==> src/design/cwa_defines.vh <==
`ifndef CWA_DEFINES_VH
`define CWA_DEFINES_VH

// register indices on the management port
`define CWA_ADDR_ADVERTISE      5'h04
`define CWA_ADDR_PARTNER        5'h05

// clock and documented times
`define CWA_CLK_MHZ             50
`define CWA_LINK_TIME_BASEX_US  10000
`define CWA_LINK_TIME_SGMII_US  1600
`define CWA_WATCHDOG_TIME_MS    5000

// configuration word fields
`define CWA_BIT_SGMII_ONE       0
`define CWA_BIT_FULL_DUPLEX     5
`define CWA_BIT_HALF_DUPLEX     6
`define CWA_POS_PAUSE           7
`define CWA_POS_SPEED           10
`define CWA_BIT_SGMII_DUPLEX    12
`define CWA_POS_REMOTE_FAULT    12
`define CWA_BIT_ACK             14
`define CWA_BIT_NEXT_PAGE       15
`define CWA_BIT_LINK_UP         15

// field encodings
`define CWA_RF_NO_ERROR         2'h0
`define CWA_RF_LINK_FAIL        2'h1
`define CWA_RF_OFF_LINE         2'h2
`define CWA_RF_AN_ERROR         2'h3
`define CWA_PAUSE_NONE          2'h0
`define CWA_PAUSE_SYM           2'h1
`define CWA_PAUSE_ASYM          2'h2
`define CWA_PAUSE_BOTH          2'h3
`define CWA_SPEED_10            2'h0
`define CWA_SPEED_100           2'h1
`define CWA_SPEED_1000          2'h2

// reset values
`define CWA_ADV_RESET_BASEX     16'h0020
`define CWA_ADV_RESET_SGMII     16'h9001
`define CWA_ADV_SGMII_RECEIVER  16'h0001
`define CWA_ADV_WRITE_MASK      16'hBFFF
`define CWA_STRAP_RXD_AN        2'h2

`endif

==> src/design/cwa_autoneg.v <==
// Notes on behaviour
// - exchange starts only on a start write while negotiation is enabled, or on watchdog expiry
// - send the advertisement word with acknowledge bit 14 cleared
// - nonzero received word: set ack, store word, set both page flags
// - stop sending at link timer end: 10ms base-x, 1.6ms sgmii
// - watchdog restarts negotiation after 5s without link unless disabled
// - no next-page exchange; only the base word is exchanged
// - link-down outside disable-ok and link-ok states clears link status, squelches clocks
// - 15-pin straps 10, strap two high, valid high: base-x, enabled
// - 3-pin straps with strap two high select base-x, enabled
// - base-x reset advertisement is full duplex only, no pause, no fault
// - base-x word: fd 5, hd 6, pause 7-8, fault 12-13, ack 14, np 15
// - fault field: 00 none, 01 link fail, 10 off line, 11 an error
// - pause field: 00 none, 01 sym, 10 asym, 11 both
// - received register is read only; bit 14 is partner acknowledge
// - mode bit zero selects sgmii control transfer, either direction
// - sgmii word: one at 0, speed 10-11, duplex 12, ack 14, link 15
// - 15-pin straps 10, strap two low: sgmii, enabled, speed from straps
// - 3-pin strap two low: sgmii, enabled, speed 1000, full duplex, link up
// - sgmii speed: 00 10M, 01 100M, 10 1000M, 11 reserved
`include "cwa_defines.vh"
`timescale 1ns/100ps
`default_nettype none

module cwa_autoneg #(
    parameter LINK_BASEX_CYC = `CWA_LINK_TIME_BASEX_US * `CWA_CLK_MHZ,
    parameter LINK_SGMII_CYC = `CWA_LINK_TIME_SGMII_US * `CWA_CLK_MHZ,
    parameter WATCHDOG_CYC   = `CWA_WATCHDOG_TIME_MS * 1000 * `CWA_CLK_MHZ
) (
    input  wire        sys_clk,
    input  wire        rst_n,
    input  wire [4:0]  mgmt_addr,
    input  wire        mgmt_wr,
    input  wire        mgmt_rd,
    input  wire [15:0] mgmt_wdata,
    output reg  [15:0] mgmt_rdata,
    output reg         mgmt_rvalid,
    input  wire        ctl_wr,
    input  wire        ctl_an_enable,
    input  wire        ctl_mode_basex,
    input  wire        ctl_wd_disable,
    input  wire        ctl_squelch,
    input  wire        an_start,
    input  wire        status_read,
    input  wire        page_clear,
    input  wire        strap_col,
    input  wire [1:0]  strap_rxd,
    input  wire        strap_general_output_strap_two,
    input  wire        strap_rx_dv,
    input  wire        rx_cfg_valid,
    input  wire [15:0] rx_cfg_word,
    output reg         tx_cfg_en,
    output reg  [15:0] tx_cfg_word,
    output reg         an_enable,
    output reg         mode_basex,
    output reg         wd_disable,
    output reg         squelch_en,
    output reg         link_down,
    output reg         link_status,
    output reg         page_received,
    output reg         page_irq,
    output reg         gpio_clk_squelch
);

    localparam ST_DISABLE_OK = 3'h0;
    localparam ST_IDLE       = 3'h1;
    localparam ST_ABILITY    = 3'h2;
    localparam ST_ACK        = 3'h3;
    localparam ST_WAIT       = 3'h4;
    localparam ST_LINK_OK    = 3'h5;

    localparam [27:0] LINK_BASEX = LINK_BASEX_CYC[27:0];
    localparam [27:0] LINK_SGMII = LINK_SGMII_CYC[27:0];
    localparam [27:0] WATCHDOG   = WATCHDOG_CYC[27:0];

    reg  [2:0]  state;
    reg  [2:0]  next_state;
    reg  [15:0] advertise;
    reg  [15:0] partner;
    reg  [27:0] link_cnt;
    reg  [27:0] wd_cnt;
    reg         wd_run;
    reg  [4:0]  strap_s1;
    reg  [4:0]  strap_s2;
    reg         strap_done;
    reg  [1:0]  strap_wait;
    reg  [15:0] next_tx_word;
    reg         link_timer_done;
    reg         wd_expired;
    reg         restart;
    reg         page_event;

    wire        rx_page = rx_cfg_valid && (rx_cfg_word != 16'h0000);
    wire [27:0] link_limit = mode_basex ? LINK_BASEX : LINK_SGMII;

    // straps cross in from pins through two flops
    always @(posedge sys_clk) begin
        if (!rst_n) begin
            strap_s1 <= 5'h00;
            strap_s2 <= 5'h00;
        end else begin
            strap_s1 <= {strap_col, strap_rxd, strap_general_output_strap_two, strap_rx_dv};
            strap_s2 <= strap_s1;
        end
    end

    // combinational next state
    always @* begin
        link_timer_done = (link_cnt >= link_limit - 28'h0000001);
        wd_expired = wd_run && !wd_disable
                     && (wd_cnt >= WATCHDOG - 28'h0000001);
        restart = (an_start && an_enable) || wd_expired;
        page_event = 1'b0;
        next_state = state;
        if (!an_enable) begin
            next_state = ST_DISABLE_OK;
        end else if (restart) begin
            next_state = ST_ABILITY;
        end else begin
            case (state)
                ST_DISABLE_OK: begin
                    next_state = ST_IDLE;
                end
                ST_IDLE: begin
                    next_state = ST_IDLE;
                end
                ST_ABILITY: begin
                    if (rx_page) begin
                        next_state = ST_ACK;
                        page_event = 1'b1;
                    end else if (link_timer_done) begin
                        next_state = ST_WAIT;
                    end
                end
                ST_ACK: begin
                    if (link_timer_done) begin
                        next_state = ST_LINK_OK;
                    end
                end
                ST_WAIT: begin
                    next_state = ST_WAIT;
                end
                ST_LINK_OK: begin
                    next_state = ST_LINK_OK;
                end
                default: begin
                    next_state = ST_IDLE;
                end
            endcase
        end
    end

    // word on the wire, assembled field by field from the advertisement
    always @* begin
        next_tx_word = advertise;
        // acknowledge is owned here, never by software
        next_tx_word[`CWA_BIT_ACK] = (next_state == ST_ACK);
        if (mode_basex) begin
            // fault and pause fields pass through as software coded them
            next_tx_word[`CWA_BIT_NEXT_PAGE] = 1'b0;
            next_tx_word[11:9] = 3'h0;
            next_tx_word[4:0]  = 5'h00;
        end else begin
            // speed 11:10, duplex 12 and link 15 pass through
            next_tx_word[`CWA_BIT_SGMII_ONE] = 1'b1;
            next_tx_word[9:1] = 9'h000;
            next_tx_word[13]  = 1'b0;
        end
    end

    // negotiation state, link timer and watchdog
    always @(posedge sys_clk) begin
        if (!rst_n) begin
            state    <= ST_IDLE;
            link_cnt <= 28'h0000000;
            wd_cnt   <= 28'h0000000;
            wd_run   <= 1'b0;
        end else begin
            state <= next_state;
            // both timers count the fixed system clock
            if (next_state != state || restart) begin
                link_cnt <= 28'h0000000;
            end else if (!link_timer_done) begin
                link_cnt <= link_cnt + 28'h0000001;
            end
            if (restart) begin
                wd_cnt <= 28'h0000000;
                wd_run <= 1'b1;
            end else if (next_state == ST_LINK_OK || !an_enable) begin
                wd_cnt <= 28'h0000000;
                wd_run <= 1'b0;
            end else if (wd_run) begin
                wd_cnt <= wd_cnt + 28'h0000001;
            end
        end
    end

    // control bits: straps load enable, mode and advertisement once after reset, then software
    always @(posedge sys_clk) begin
        if (!rst_n) begin
            an_enable  <= 1'b0;
            mode_basex <= 1'b1;
            wd_disable <= 1'b0;
            squelch_en <= 1'b0;
            strap_done <= 1'b0;
            strap_wait <= 2'h0;
            advertise  <= `CWA_ADV_RESET_BASEX;
        end else begin
            // the second sync flop holds a real pin sample from edge three
            if (strap_wait != 2'h2) begin
                strap_wait <= strap_wait + 2'h1;
            end
            if (!strap_done && strap_wait == 2'h2
                && strap_s1 == strap_s2) begin
                strap_done <= 1'b1;
                if (strap_s2[4] || (strap_s2[3:2] == `CWA_STRAP_RXD_AN
                                    && strap_s2[0])) begin
                    an_enable  <= 1'b1;
                    mode_basex <= strap_s2[1];
                    if (strap_s2[1]) begin
                        advertise <= `CWA_ADV_RESET_BASEX;
                    end else begin
                        // full duplex, link up, speed from the straps
                        advertise <= `CWA_ADV_RESET_SGMII
                            | {4'h0, (strap_s2[4] ? `CWA_SPEED_1000
                                     : strap_s2[3:2]), 10'h000};
                    end
                end
            end else begin
                if (ctl_wr) begin
                    an_enable  <= ctl_an_enable;
                    mode_basex <= ctl_mode_basex;
                    wd_disable <= ctl_wd_disable;
                    squelch_en <= ctl_squelch;
                end
                if (mgmt_wr && mgmt_addr == `CWA_ADDR_ADVERTISE) begin
                    // bit 14 is owned by the acknowledge logic;
                    // fault and pause codes are stored as written
                    advertise <= mgmt_wdata & `CWA_ADV_WRITE_MASK;
                end
            end
        end
    end

    // transmitted word, received register and page flags
    always @(posedge sys_clk) begin
        if (!rst_n) begin
            tx_cfg_en     <= 1'b0;
            tx_cfg_word   <= 16'h0000;
            partner       <= 16'h0000;
            page_received <= 1'b0;
            page_irq      <= 1'b0;
        end else begin
            tx_cfg_en <= (next_state == ST_ABILITY)
                         || (next_state == ST_ACK);
            // next page is never offered: only the base word goes out
            tx_cfg_word <= next_tx_word;
            if (page_event) begin
                partner <= rx_cfg_word;
            end
            // a new page wins over a clear in the same cycle
            if (page_event) begin
                page_received <= 1'b1;
                page_irq      <= 1'b1;
            end else if (page_clear) begin
                page_received <= 1'b0;
                page_irq      <= 1'b0;
            end
        end
    end

    // link-down, link status (cleared on link-down, set again the cycle after it ends), clock squelch
    always @(posedge sys_clk) begin
        if (!rst_n) begin
            link_down        <= 1'b1;
            link_status      <= 1'b0;
            gpio_clk_squelch <= 1'b0;
        end else begin
            link_down <= !(next_state == ST_DISABLE_OK
                           || next_state == ST_LINK_OK);
            gpio_clk_squelch <= squelch_en && link_down;
            if (link_down) begin
                link_status <= 1'b0;
            end else if (status_read || !link_status) begin
                link_status <= 1'b1;
            end
        end
    end

    // register reads, answered one cycle after the strobe
    always @(posedge sys_clk) begin
        if (!rst_n) begin
            mgmt_rdata  <= 16'h0000;
            mgmt_rvalid <= 1'b0;
        end else begin
            mgmt_rvalid <= mgmt_rd;
            if (mgmt_rd) begin
                case (mgmt_addr)
                    `CWA_ADDR_ADVERTISE: begin
                        mgmt_rdata <= advertise & `CWA_ADV_WRITE_MASK;
                    end
                    `CWA_ADDR_PARTNER: begin
                        mgmt_rdata <= partner;
                    end
                    default: begin
                        mgmt_rdata <= 16'h0000;
                    end
                endcase
            end
        end
    end

endmodule

`default_nettype wire

==> config.mk <==
export PLATFORM = sky130hd
export DESIGN_NAME = cwa_autoneg
export DESIGN_NICKNAME = d
export VERILOG_FILES = /design/src/design/cwa_autoneg.v
export VERILOG_INCLUDE_DIRS = /design/src /design/src/design
export SDC_FILE = /design/constraint.sdc
export NUM_CORES = 1
export LEC_CHECK = 0
export BUFFER_PORTS_ARGS = -buffer_cell sky130_fd_sc_hd__buf_4
export CAP_MARGIN = 20
export CORE_UTILIZATION = 60
export DETAILED_ROUTE_END_ITERATION = 6
export HOLD_SLACK_MARGIN = 0.06
export PLACE_DENSITY = 0.84
export SYNTH_ARGS = -nofsm -noshare
export SYNTH_HDL_FRONTEND = slang
export SYNTH_SLANG_ARGS = --single-unit
==> constraint.sdc <==
create_clock -name sys_clk -period 7.5 [get_ports sys_clk]
set_input_delay 1.125 -clock sys_clk [delete_from_list [all_inputs] [get_ports sys_clk]]
set_output_delay 1.125 -clock sys_clk [all_outputs]
set_load 0.005 [all_outputs]
After elaboration in Yosys (flattened, before gate mapping)
Index checks and enable logic that the tools add are counted.
{"block": "word_totals", "out_inout_bits": 43, "inputBits": 55, "ff_bits": 147}
{"block": "classes", "n_lt_le_gt_ge": 2, "n_addsub": 4, "mux": 28, "eq_ne": 15, "reduce_logical": 35, "n_bitwise": 2}
{"cell": "$mux W16", "count": 4}
{"cell": "$add A28 B1 Y28 const B", "count": 2}
{"cell": "$pmux W16 S2", "count": 1}
{"cell": "$ge A28 B28 Y1", "count": 1}
{"cell": "$ge A28 B28 Y1 const B", "count": 1}
{"cell": "$sub A19 B1 Y20 const B", "count": 1}
{"cell": "$mux W19", "count": 1}
{"cell": "$reduce_bool A16 Y1", "count": 1}
{"cell": "$mux W1", "count": 15}
{"cell": "$mux W3", "count": 5}
{"cell": "$eq A3 B2 Y1 const B", "count": 4}
{"cell": "$pmux W3 S4", "count": 1}
{"cell": "$eq A5 B3 Y1 const B", "count": 2}
{"cell": "$eq A3 B3 Y1 const B", "count": 3}
{"cell": "$logic_and A1 B1 Y1", "count": 9}
{"cell": "$reduce_and A2 Y1", "count": 4}
{"cell": "$reduce_bool A2 Y1", "count": 4}
{"cell": "$logic_or A1 B1 Y1", "count": 7}
{"cell": "$reduce_or A2 Y1", "count": 3}
{"cell": "$eq A5 B5 Y1", "count": 1}
{"cell": "$logic_not A1 Y1", "count": 5}
{"cell": "$eq A2 B2 Y1 const B", "count": 2}
{"cell": "$logic_not A3 Y1", "count": 1}
{"cell": "$ne A3 B3 Y1", "count": 1}
{"cell": "6 further kinds", "count": 7}

Longest topological paths before layout
{"block": "depth", "word_depth": 12, "ltp_mapped": 10}

Least setup slack after synthesis
OpenSTA, ideal clock, no wires.
{"block": "synth_timing", "path_type": "input -> register", "from": "input port mgmt_addr[1]", "to": "register advertise[10]", "required_ps": 7368, "setup_ps": 132, "n_path_buf": 1, "arrival_time_ps": 2623, "path_slack_ps": 4744, "stages": 6, "cell_sequence": "nor4b_1 and3b_1 mux2i_1 clkbuf_1 nand2_1 a21oi_1"}
{"block": "synth_via", "elab_chain_cells": 4}
{"element": "from (decl)", "line": "cwa_autoneg.v:32", "text": "input wire [4:0] mgmt_addr,"}
{"element": "$eq A5 B3 Y1"}
{"element": "$logic_and A1 B1 Y1 (no line)"}
{"element": "$reduce_bool A2 Y1 (no line)"}
{"element": "$reduce_and A2 Y1 (no line)"}
{"element": "to (signal assigned)", "line": "cwa_autoneg.v:207", "text": "advertise <= `CWA_ADV_RESET_BASEX;"}
{"element": "to (signal assigned)", "line": "cwa_autoneg.v:221", "text": "advertise <= `CWA_ADV_RESET_BASEX;"}
{"element": "to (signal assigned)", "line": "cwa_autoneg.v:224", "text": "advertise <= `CWA_ADV_RESET_SGMII"}
{"element": "to (decl)", "line": "cwa_autoneg.v:78", "text": "reg [15:0] advertise;"}
Every way passes these cells.
A chain may end at the register's enable or synchronous reset.

Final worst setup path
{"block": "layout_timing", "from": "register mode_basex", "to": "register link_cnt[3]"}
{"block": "layout_via", "elab_chain_cells": 11, "elab_cells_between_ends": 12, "cone_classes": "add/sub (1); order compare (1); eq/ne (1); mux (7); reduce/logical (2)"}
{"element": "from (decl)", "line": "cwa_autoneg.v:55", "text": "output reg mode_basex,"}
{"element": "from (signal assigned)", "line": "cwa_autoneg.v:219", "text": "mode_basex <= strap_s2[1];"}
{"element": "from (signal assigned)", "line": "cwa_autoneg.v:232", "text": "mode_basex <= ctl_mode_basex;"}
{"element": "$mux W19 *", "line": "cwa_autoneg.v:94", "text": "wire [27:0] link_limit = mode_basex ? LINK_BASEX : LINK_SGMII;"}
{"element": "named net link_limit[11]", "line": "cwa_autoneg.v:94"}
{"element": "$sub A19 B1 Y20 *", "line": "cwa_autoneg.v:109", "text": "link_timer_done = (link_cnt >= link_limit - 28'h0000001);"}
{"element": "$ge A28 B28 Y1 *", "line": "cwa_autoneg.v:109"}
{"element": "$mux W3", "line": "cwa_autoneg.v:131", "text": "end else if (link_timer_done) begin"}
{"element": "$mux W3", "line": "cwa_autoneg.v:128", "text": "if (rx_page) begin"}
{"element": "$pmux W3 S4", "line": "cwa_autoneg.v:120", "text": "case (state)"}
{"element": "$mux W3", "line": "cwa_autoneg.v:117", "text": "end else if (restart) begin"}
{"element": "$mux W3", "line": "cwa_autoneg.v:115", "text": "if (!an_enable) begin"}
{"element": "$ne A3 B3 Y1", "line": "cwa_autoneg.v:181", "text": "if (next_state != state || restart) begin"}
{"element": "$logic_or A1 B1 Y1", "line": "cwa_autoneg.v:181"}
{"element": "$reduce_or A2 Y1 (no line)"}
{"element": "to (signal assigned)", "line": "cwa_autoneg.v:184", "text": "link_cnt <= link_cnt + 28'h0000001;"}
{"element": "to (decl)", "line": "cwa_autoneg.v:80", "text": "reg [27:0] link_cnt;"}
The timed path passes the listed nets; every way through them passes the cells marked *.

==> results.md <==
- Endpoints failing setup: 0
- Nets: 842
- Cell Area, Synth: 6060 sq um
- Worst-case clock buffer depth: 2
- N_diodes: 0
- Hold Vio Cnt, Final: 0
- Clk root buf: clkbuf_8
- Worst EP arrival: 4310 ps
- GRT overflow: 0
- Hold_buf cts: 0
- Register area share after synthesis: 0.466
- Number of max-cap violations: 0
- Area grow syn2layout: 22.1%
- Synth cell types: 50
- Die Span Y: ~100 microns
- Port Buf Inserts: 90
- Met2 wire len: 7320 microns
- Post-cts repair resize count: 0
- Kind of critical path: reg2reg
- Period minus WS final: 3860 ps
- Dominant synthesized flop cell: dfxtp_1
- Syn Area/Cell: 8.69 sq um
- RSZ-0062 raised after global routing: false
- Post-DR wirelength/cell: roughly 16 microns
- Met3 routed WL: 907 microns
- Fillcell total: 655
- Clock sinks: 141
- Largest net degree at the start of global routing: between 60 and 70
- Mapped Cells: 697
- Power Total: 1.77 mW
- Ys async rst share: 0
- Synth Area in Simple Gates: 0.264
- CTS buffer count: 17
- DRC violations left: 0
- Yosys top cell area share: 0.466
- Mux contribution to synthesized area: 0.0331
- Peak VDD IR: 195 uV
- Worst setup EP type: register
- Via count: between 5,000 and 6,000
- Critical path fanouts, max: 21
- DR pass1 iterations: 5
- Least-Margin Pin Slew: between 1000 and 1500 ps
- Worst EP required: 7950 ps
- Setup TNS: 0 ps
- Adder-Cell Fraction of Synth Area: 0.0227
- Max layer used: met4
- Share of layout cells above drive strength 1: 0.190
- Post-synth EDFFs: 0
- Placeable Area: 9770 sq um
- Via density per instance: 5.79
- Post-Route Skew: 9.40 ps
- Row cnt: 36
- Final period util: 0.515
- Cells after DPL: roughly 890
- Non-Filler Instances: 922
- Crit path launch type: register
- Synth Area in Compound Gates: 0.0975
- Status: finished clean
- Antenna Nets Post-Route: 0
- Synth area leaders: dfxtp_1 (47%), nor2_1 (5.4%), nand3_1 (5.4%)
- Vias in the first global route: 4,940
- Die ar.: 10,500 sq um
- LEAKAGE: between 2 and 3 nW
- Fin. max-slew vios: 0
- Yosys Warn Count: 0
- Worst min path class: reg2reg
- Worst-path clk slew: around 60 ps
- Fmax: ~260 MHz
- Initial drt markers: 308
- Power Dens Cells: 239 nW/um^2
- Leading area contributor after synthesis: dfxtp_1
- Post-Route WL: between 10,000 and 15,000 microns
- Worst-skew pair later-pin latency: 520 ps
- Die W: 102 microns
- Post-CTS setup buffers: 0
- Largest family of logic cells by synthesized area: simple AND/OR/NAND/NOR gates
- Max H-tree Level: 4
- Starting Density: 0.620
- First-pass GRT wire length: 22,700 microns
- I/O pins: 98
- Detail Placement HPWL: roughly 9300 microns
- Final GP Congestion: 0.803
- TritonCTS clock tree: done
- DRT met1 WL: 6140 microns
- All-layer global routing usage: 0.279
- Number of antenna violations at the first check in global routing: 0
- XOR/XNOR Fraction of Synth Area: 0.0694
- Post-synthesis register bit count: about 140
- Slew margin rel.: 0.327
==> final cells by class <==
type                    count  area, sq um  area share
multi-input cells         500         2980       0.403
flip-flops and latches    141         2820       0.382
repair buffers             96          728      0.0984
clock buffers              18          418      0.0565
clock inverters            14          208      0.0281
well taps                 133          166      0.0225
inverters                  20         75.1      0.0101
==> cell usage after synthesis (13+ instances only) <==
library cell  number
and2_1            15
xnor2_1           13
nand4_1           16
nand2b_1          17
clkbuf_1          24
o21ai_0           26
nor2_1            87
a21oi_1           42
nor3_1            14
nand2_1           59
nand3_1           65
and3_1            15
dfxtp_1          141
inv_1             20
mux2_2            16
xor2_1            35
==> layer usage <==
layer,global-route usage,up-vias
met5,0,-
met4,0.100,0
met3,0.0684,25
met2,0.471,203
met1,0.346,2556
li1,-,2553
==> worst max-delay path, cell delays in order (launching register included) <==
cell	delay, ps
dfxtp_1	620
inv_1	310
ha_1	400
a211oi_1	250
nand3_1	200
a31oi_1	760
a21boi_0	350
a311o_1	570
buf_8	220
nor2_1	110
==> sequential cells by signal (all words and copies together) (netlist names), 2 cells and up <==
name,cells
state,3
advertise,15
strap_s2,5
strap_wait,2
tx_cfg_word,11
link_cnt,28
partner,16
mgmt_rdata,16
strap_s1,5
wd_cnt,28
==> logic make-up (layout without fill, tap and decap cells) <==
group	count (synthesis)	in the layout
AOI/OAI and AO/OA	95	95
xor gates and xnor gates	48	48
adders and majority gates	11	11
buffers and inverters	60	148
DFF	141	141
muxes	18	18
other	1	5
and+or+nand+nor	323	323
==> layout by cell type (no fill, tap or decap), types with 16 or more instances in the layout <==
| cell type | synthesis | layout |
|---|---|---|
| a21oi_1 | 42 | 42 |
| buf_4 | 9 | 95 |
| clkbuf_16 | 0 | 16 |
| dfxtp_1 | 141 | 141 |
| inv_1 | 20 | 20 |
| mux2_2 | 16 | 16 |
| nand2_1 | 59 | 59 |
| nand2b_1 | 17 | 17 |
| nand3_1 | 65 | 65 |
| nand4_1 | 16 | 16 |
| nor2_1 | 87 | 87 |
| o21ai_0 | 26 | 26 |
| xor2_1 | 35 | 35 |
==> stage by stage <==
| stage | worst slack, ps | hold slack (ps) | util | cell area (sq um) |
|---|---|---|---|---|
| floorplan | 4740 | 408 | - | 6070 |
| global placement | 3790 | 416 | 0.691 | 6760 |
| detailed placement | 3640 | 422 | 0.691 | 6760 |
| CTS | 3530 | 431 | 0.755 | 7380 |
| global route | 3400 | 445 | 0.757 | 7400 |
| finish | 3640 | 429 | 0.757 | 7400 |
==> path summary, 6_finish.rpt <==
| path | startpoint | endpoint | slack [ps] | depth (start not counted) |
|---|---|---|---|---|
| hold reg to reg | link_cnt[24] | link_cnt[24] | 430 | 2 |
| hold / removal | link_cnt[24] | link_cnt[24] | 430 | 2 |
| setup reg to reg | mode_basex | link_cnt[3] | 3640 | 9 |
| setup / recovery | mode_basex | link_cnt[3] | 3640 | 9 |
==> where the power goes <==
part	switching [mW]	total (mW)	internal, mW
registers	0.0132	0.777	0.764
clock network	0.334	0.883	0.549
logic	0.0591	0.110	0.0507
Note: power is estimated with default switching activity, not from simulation.
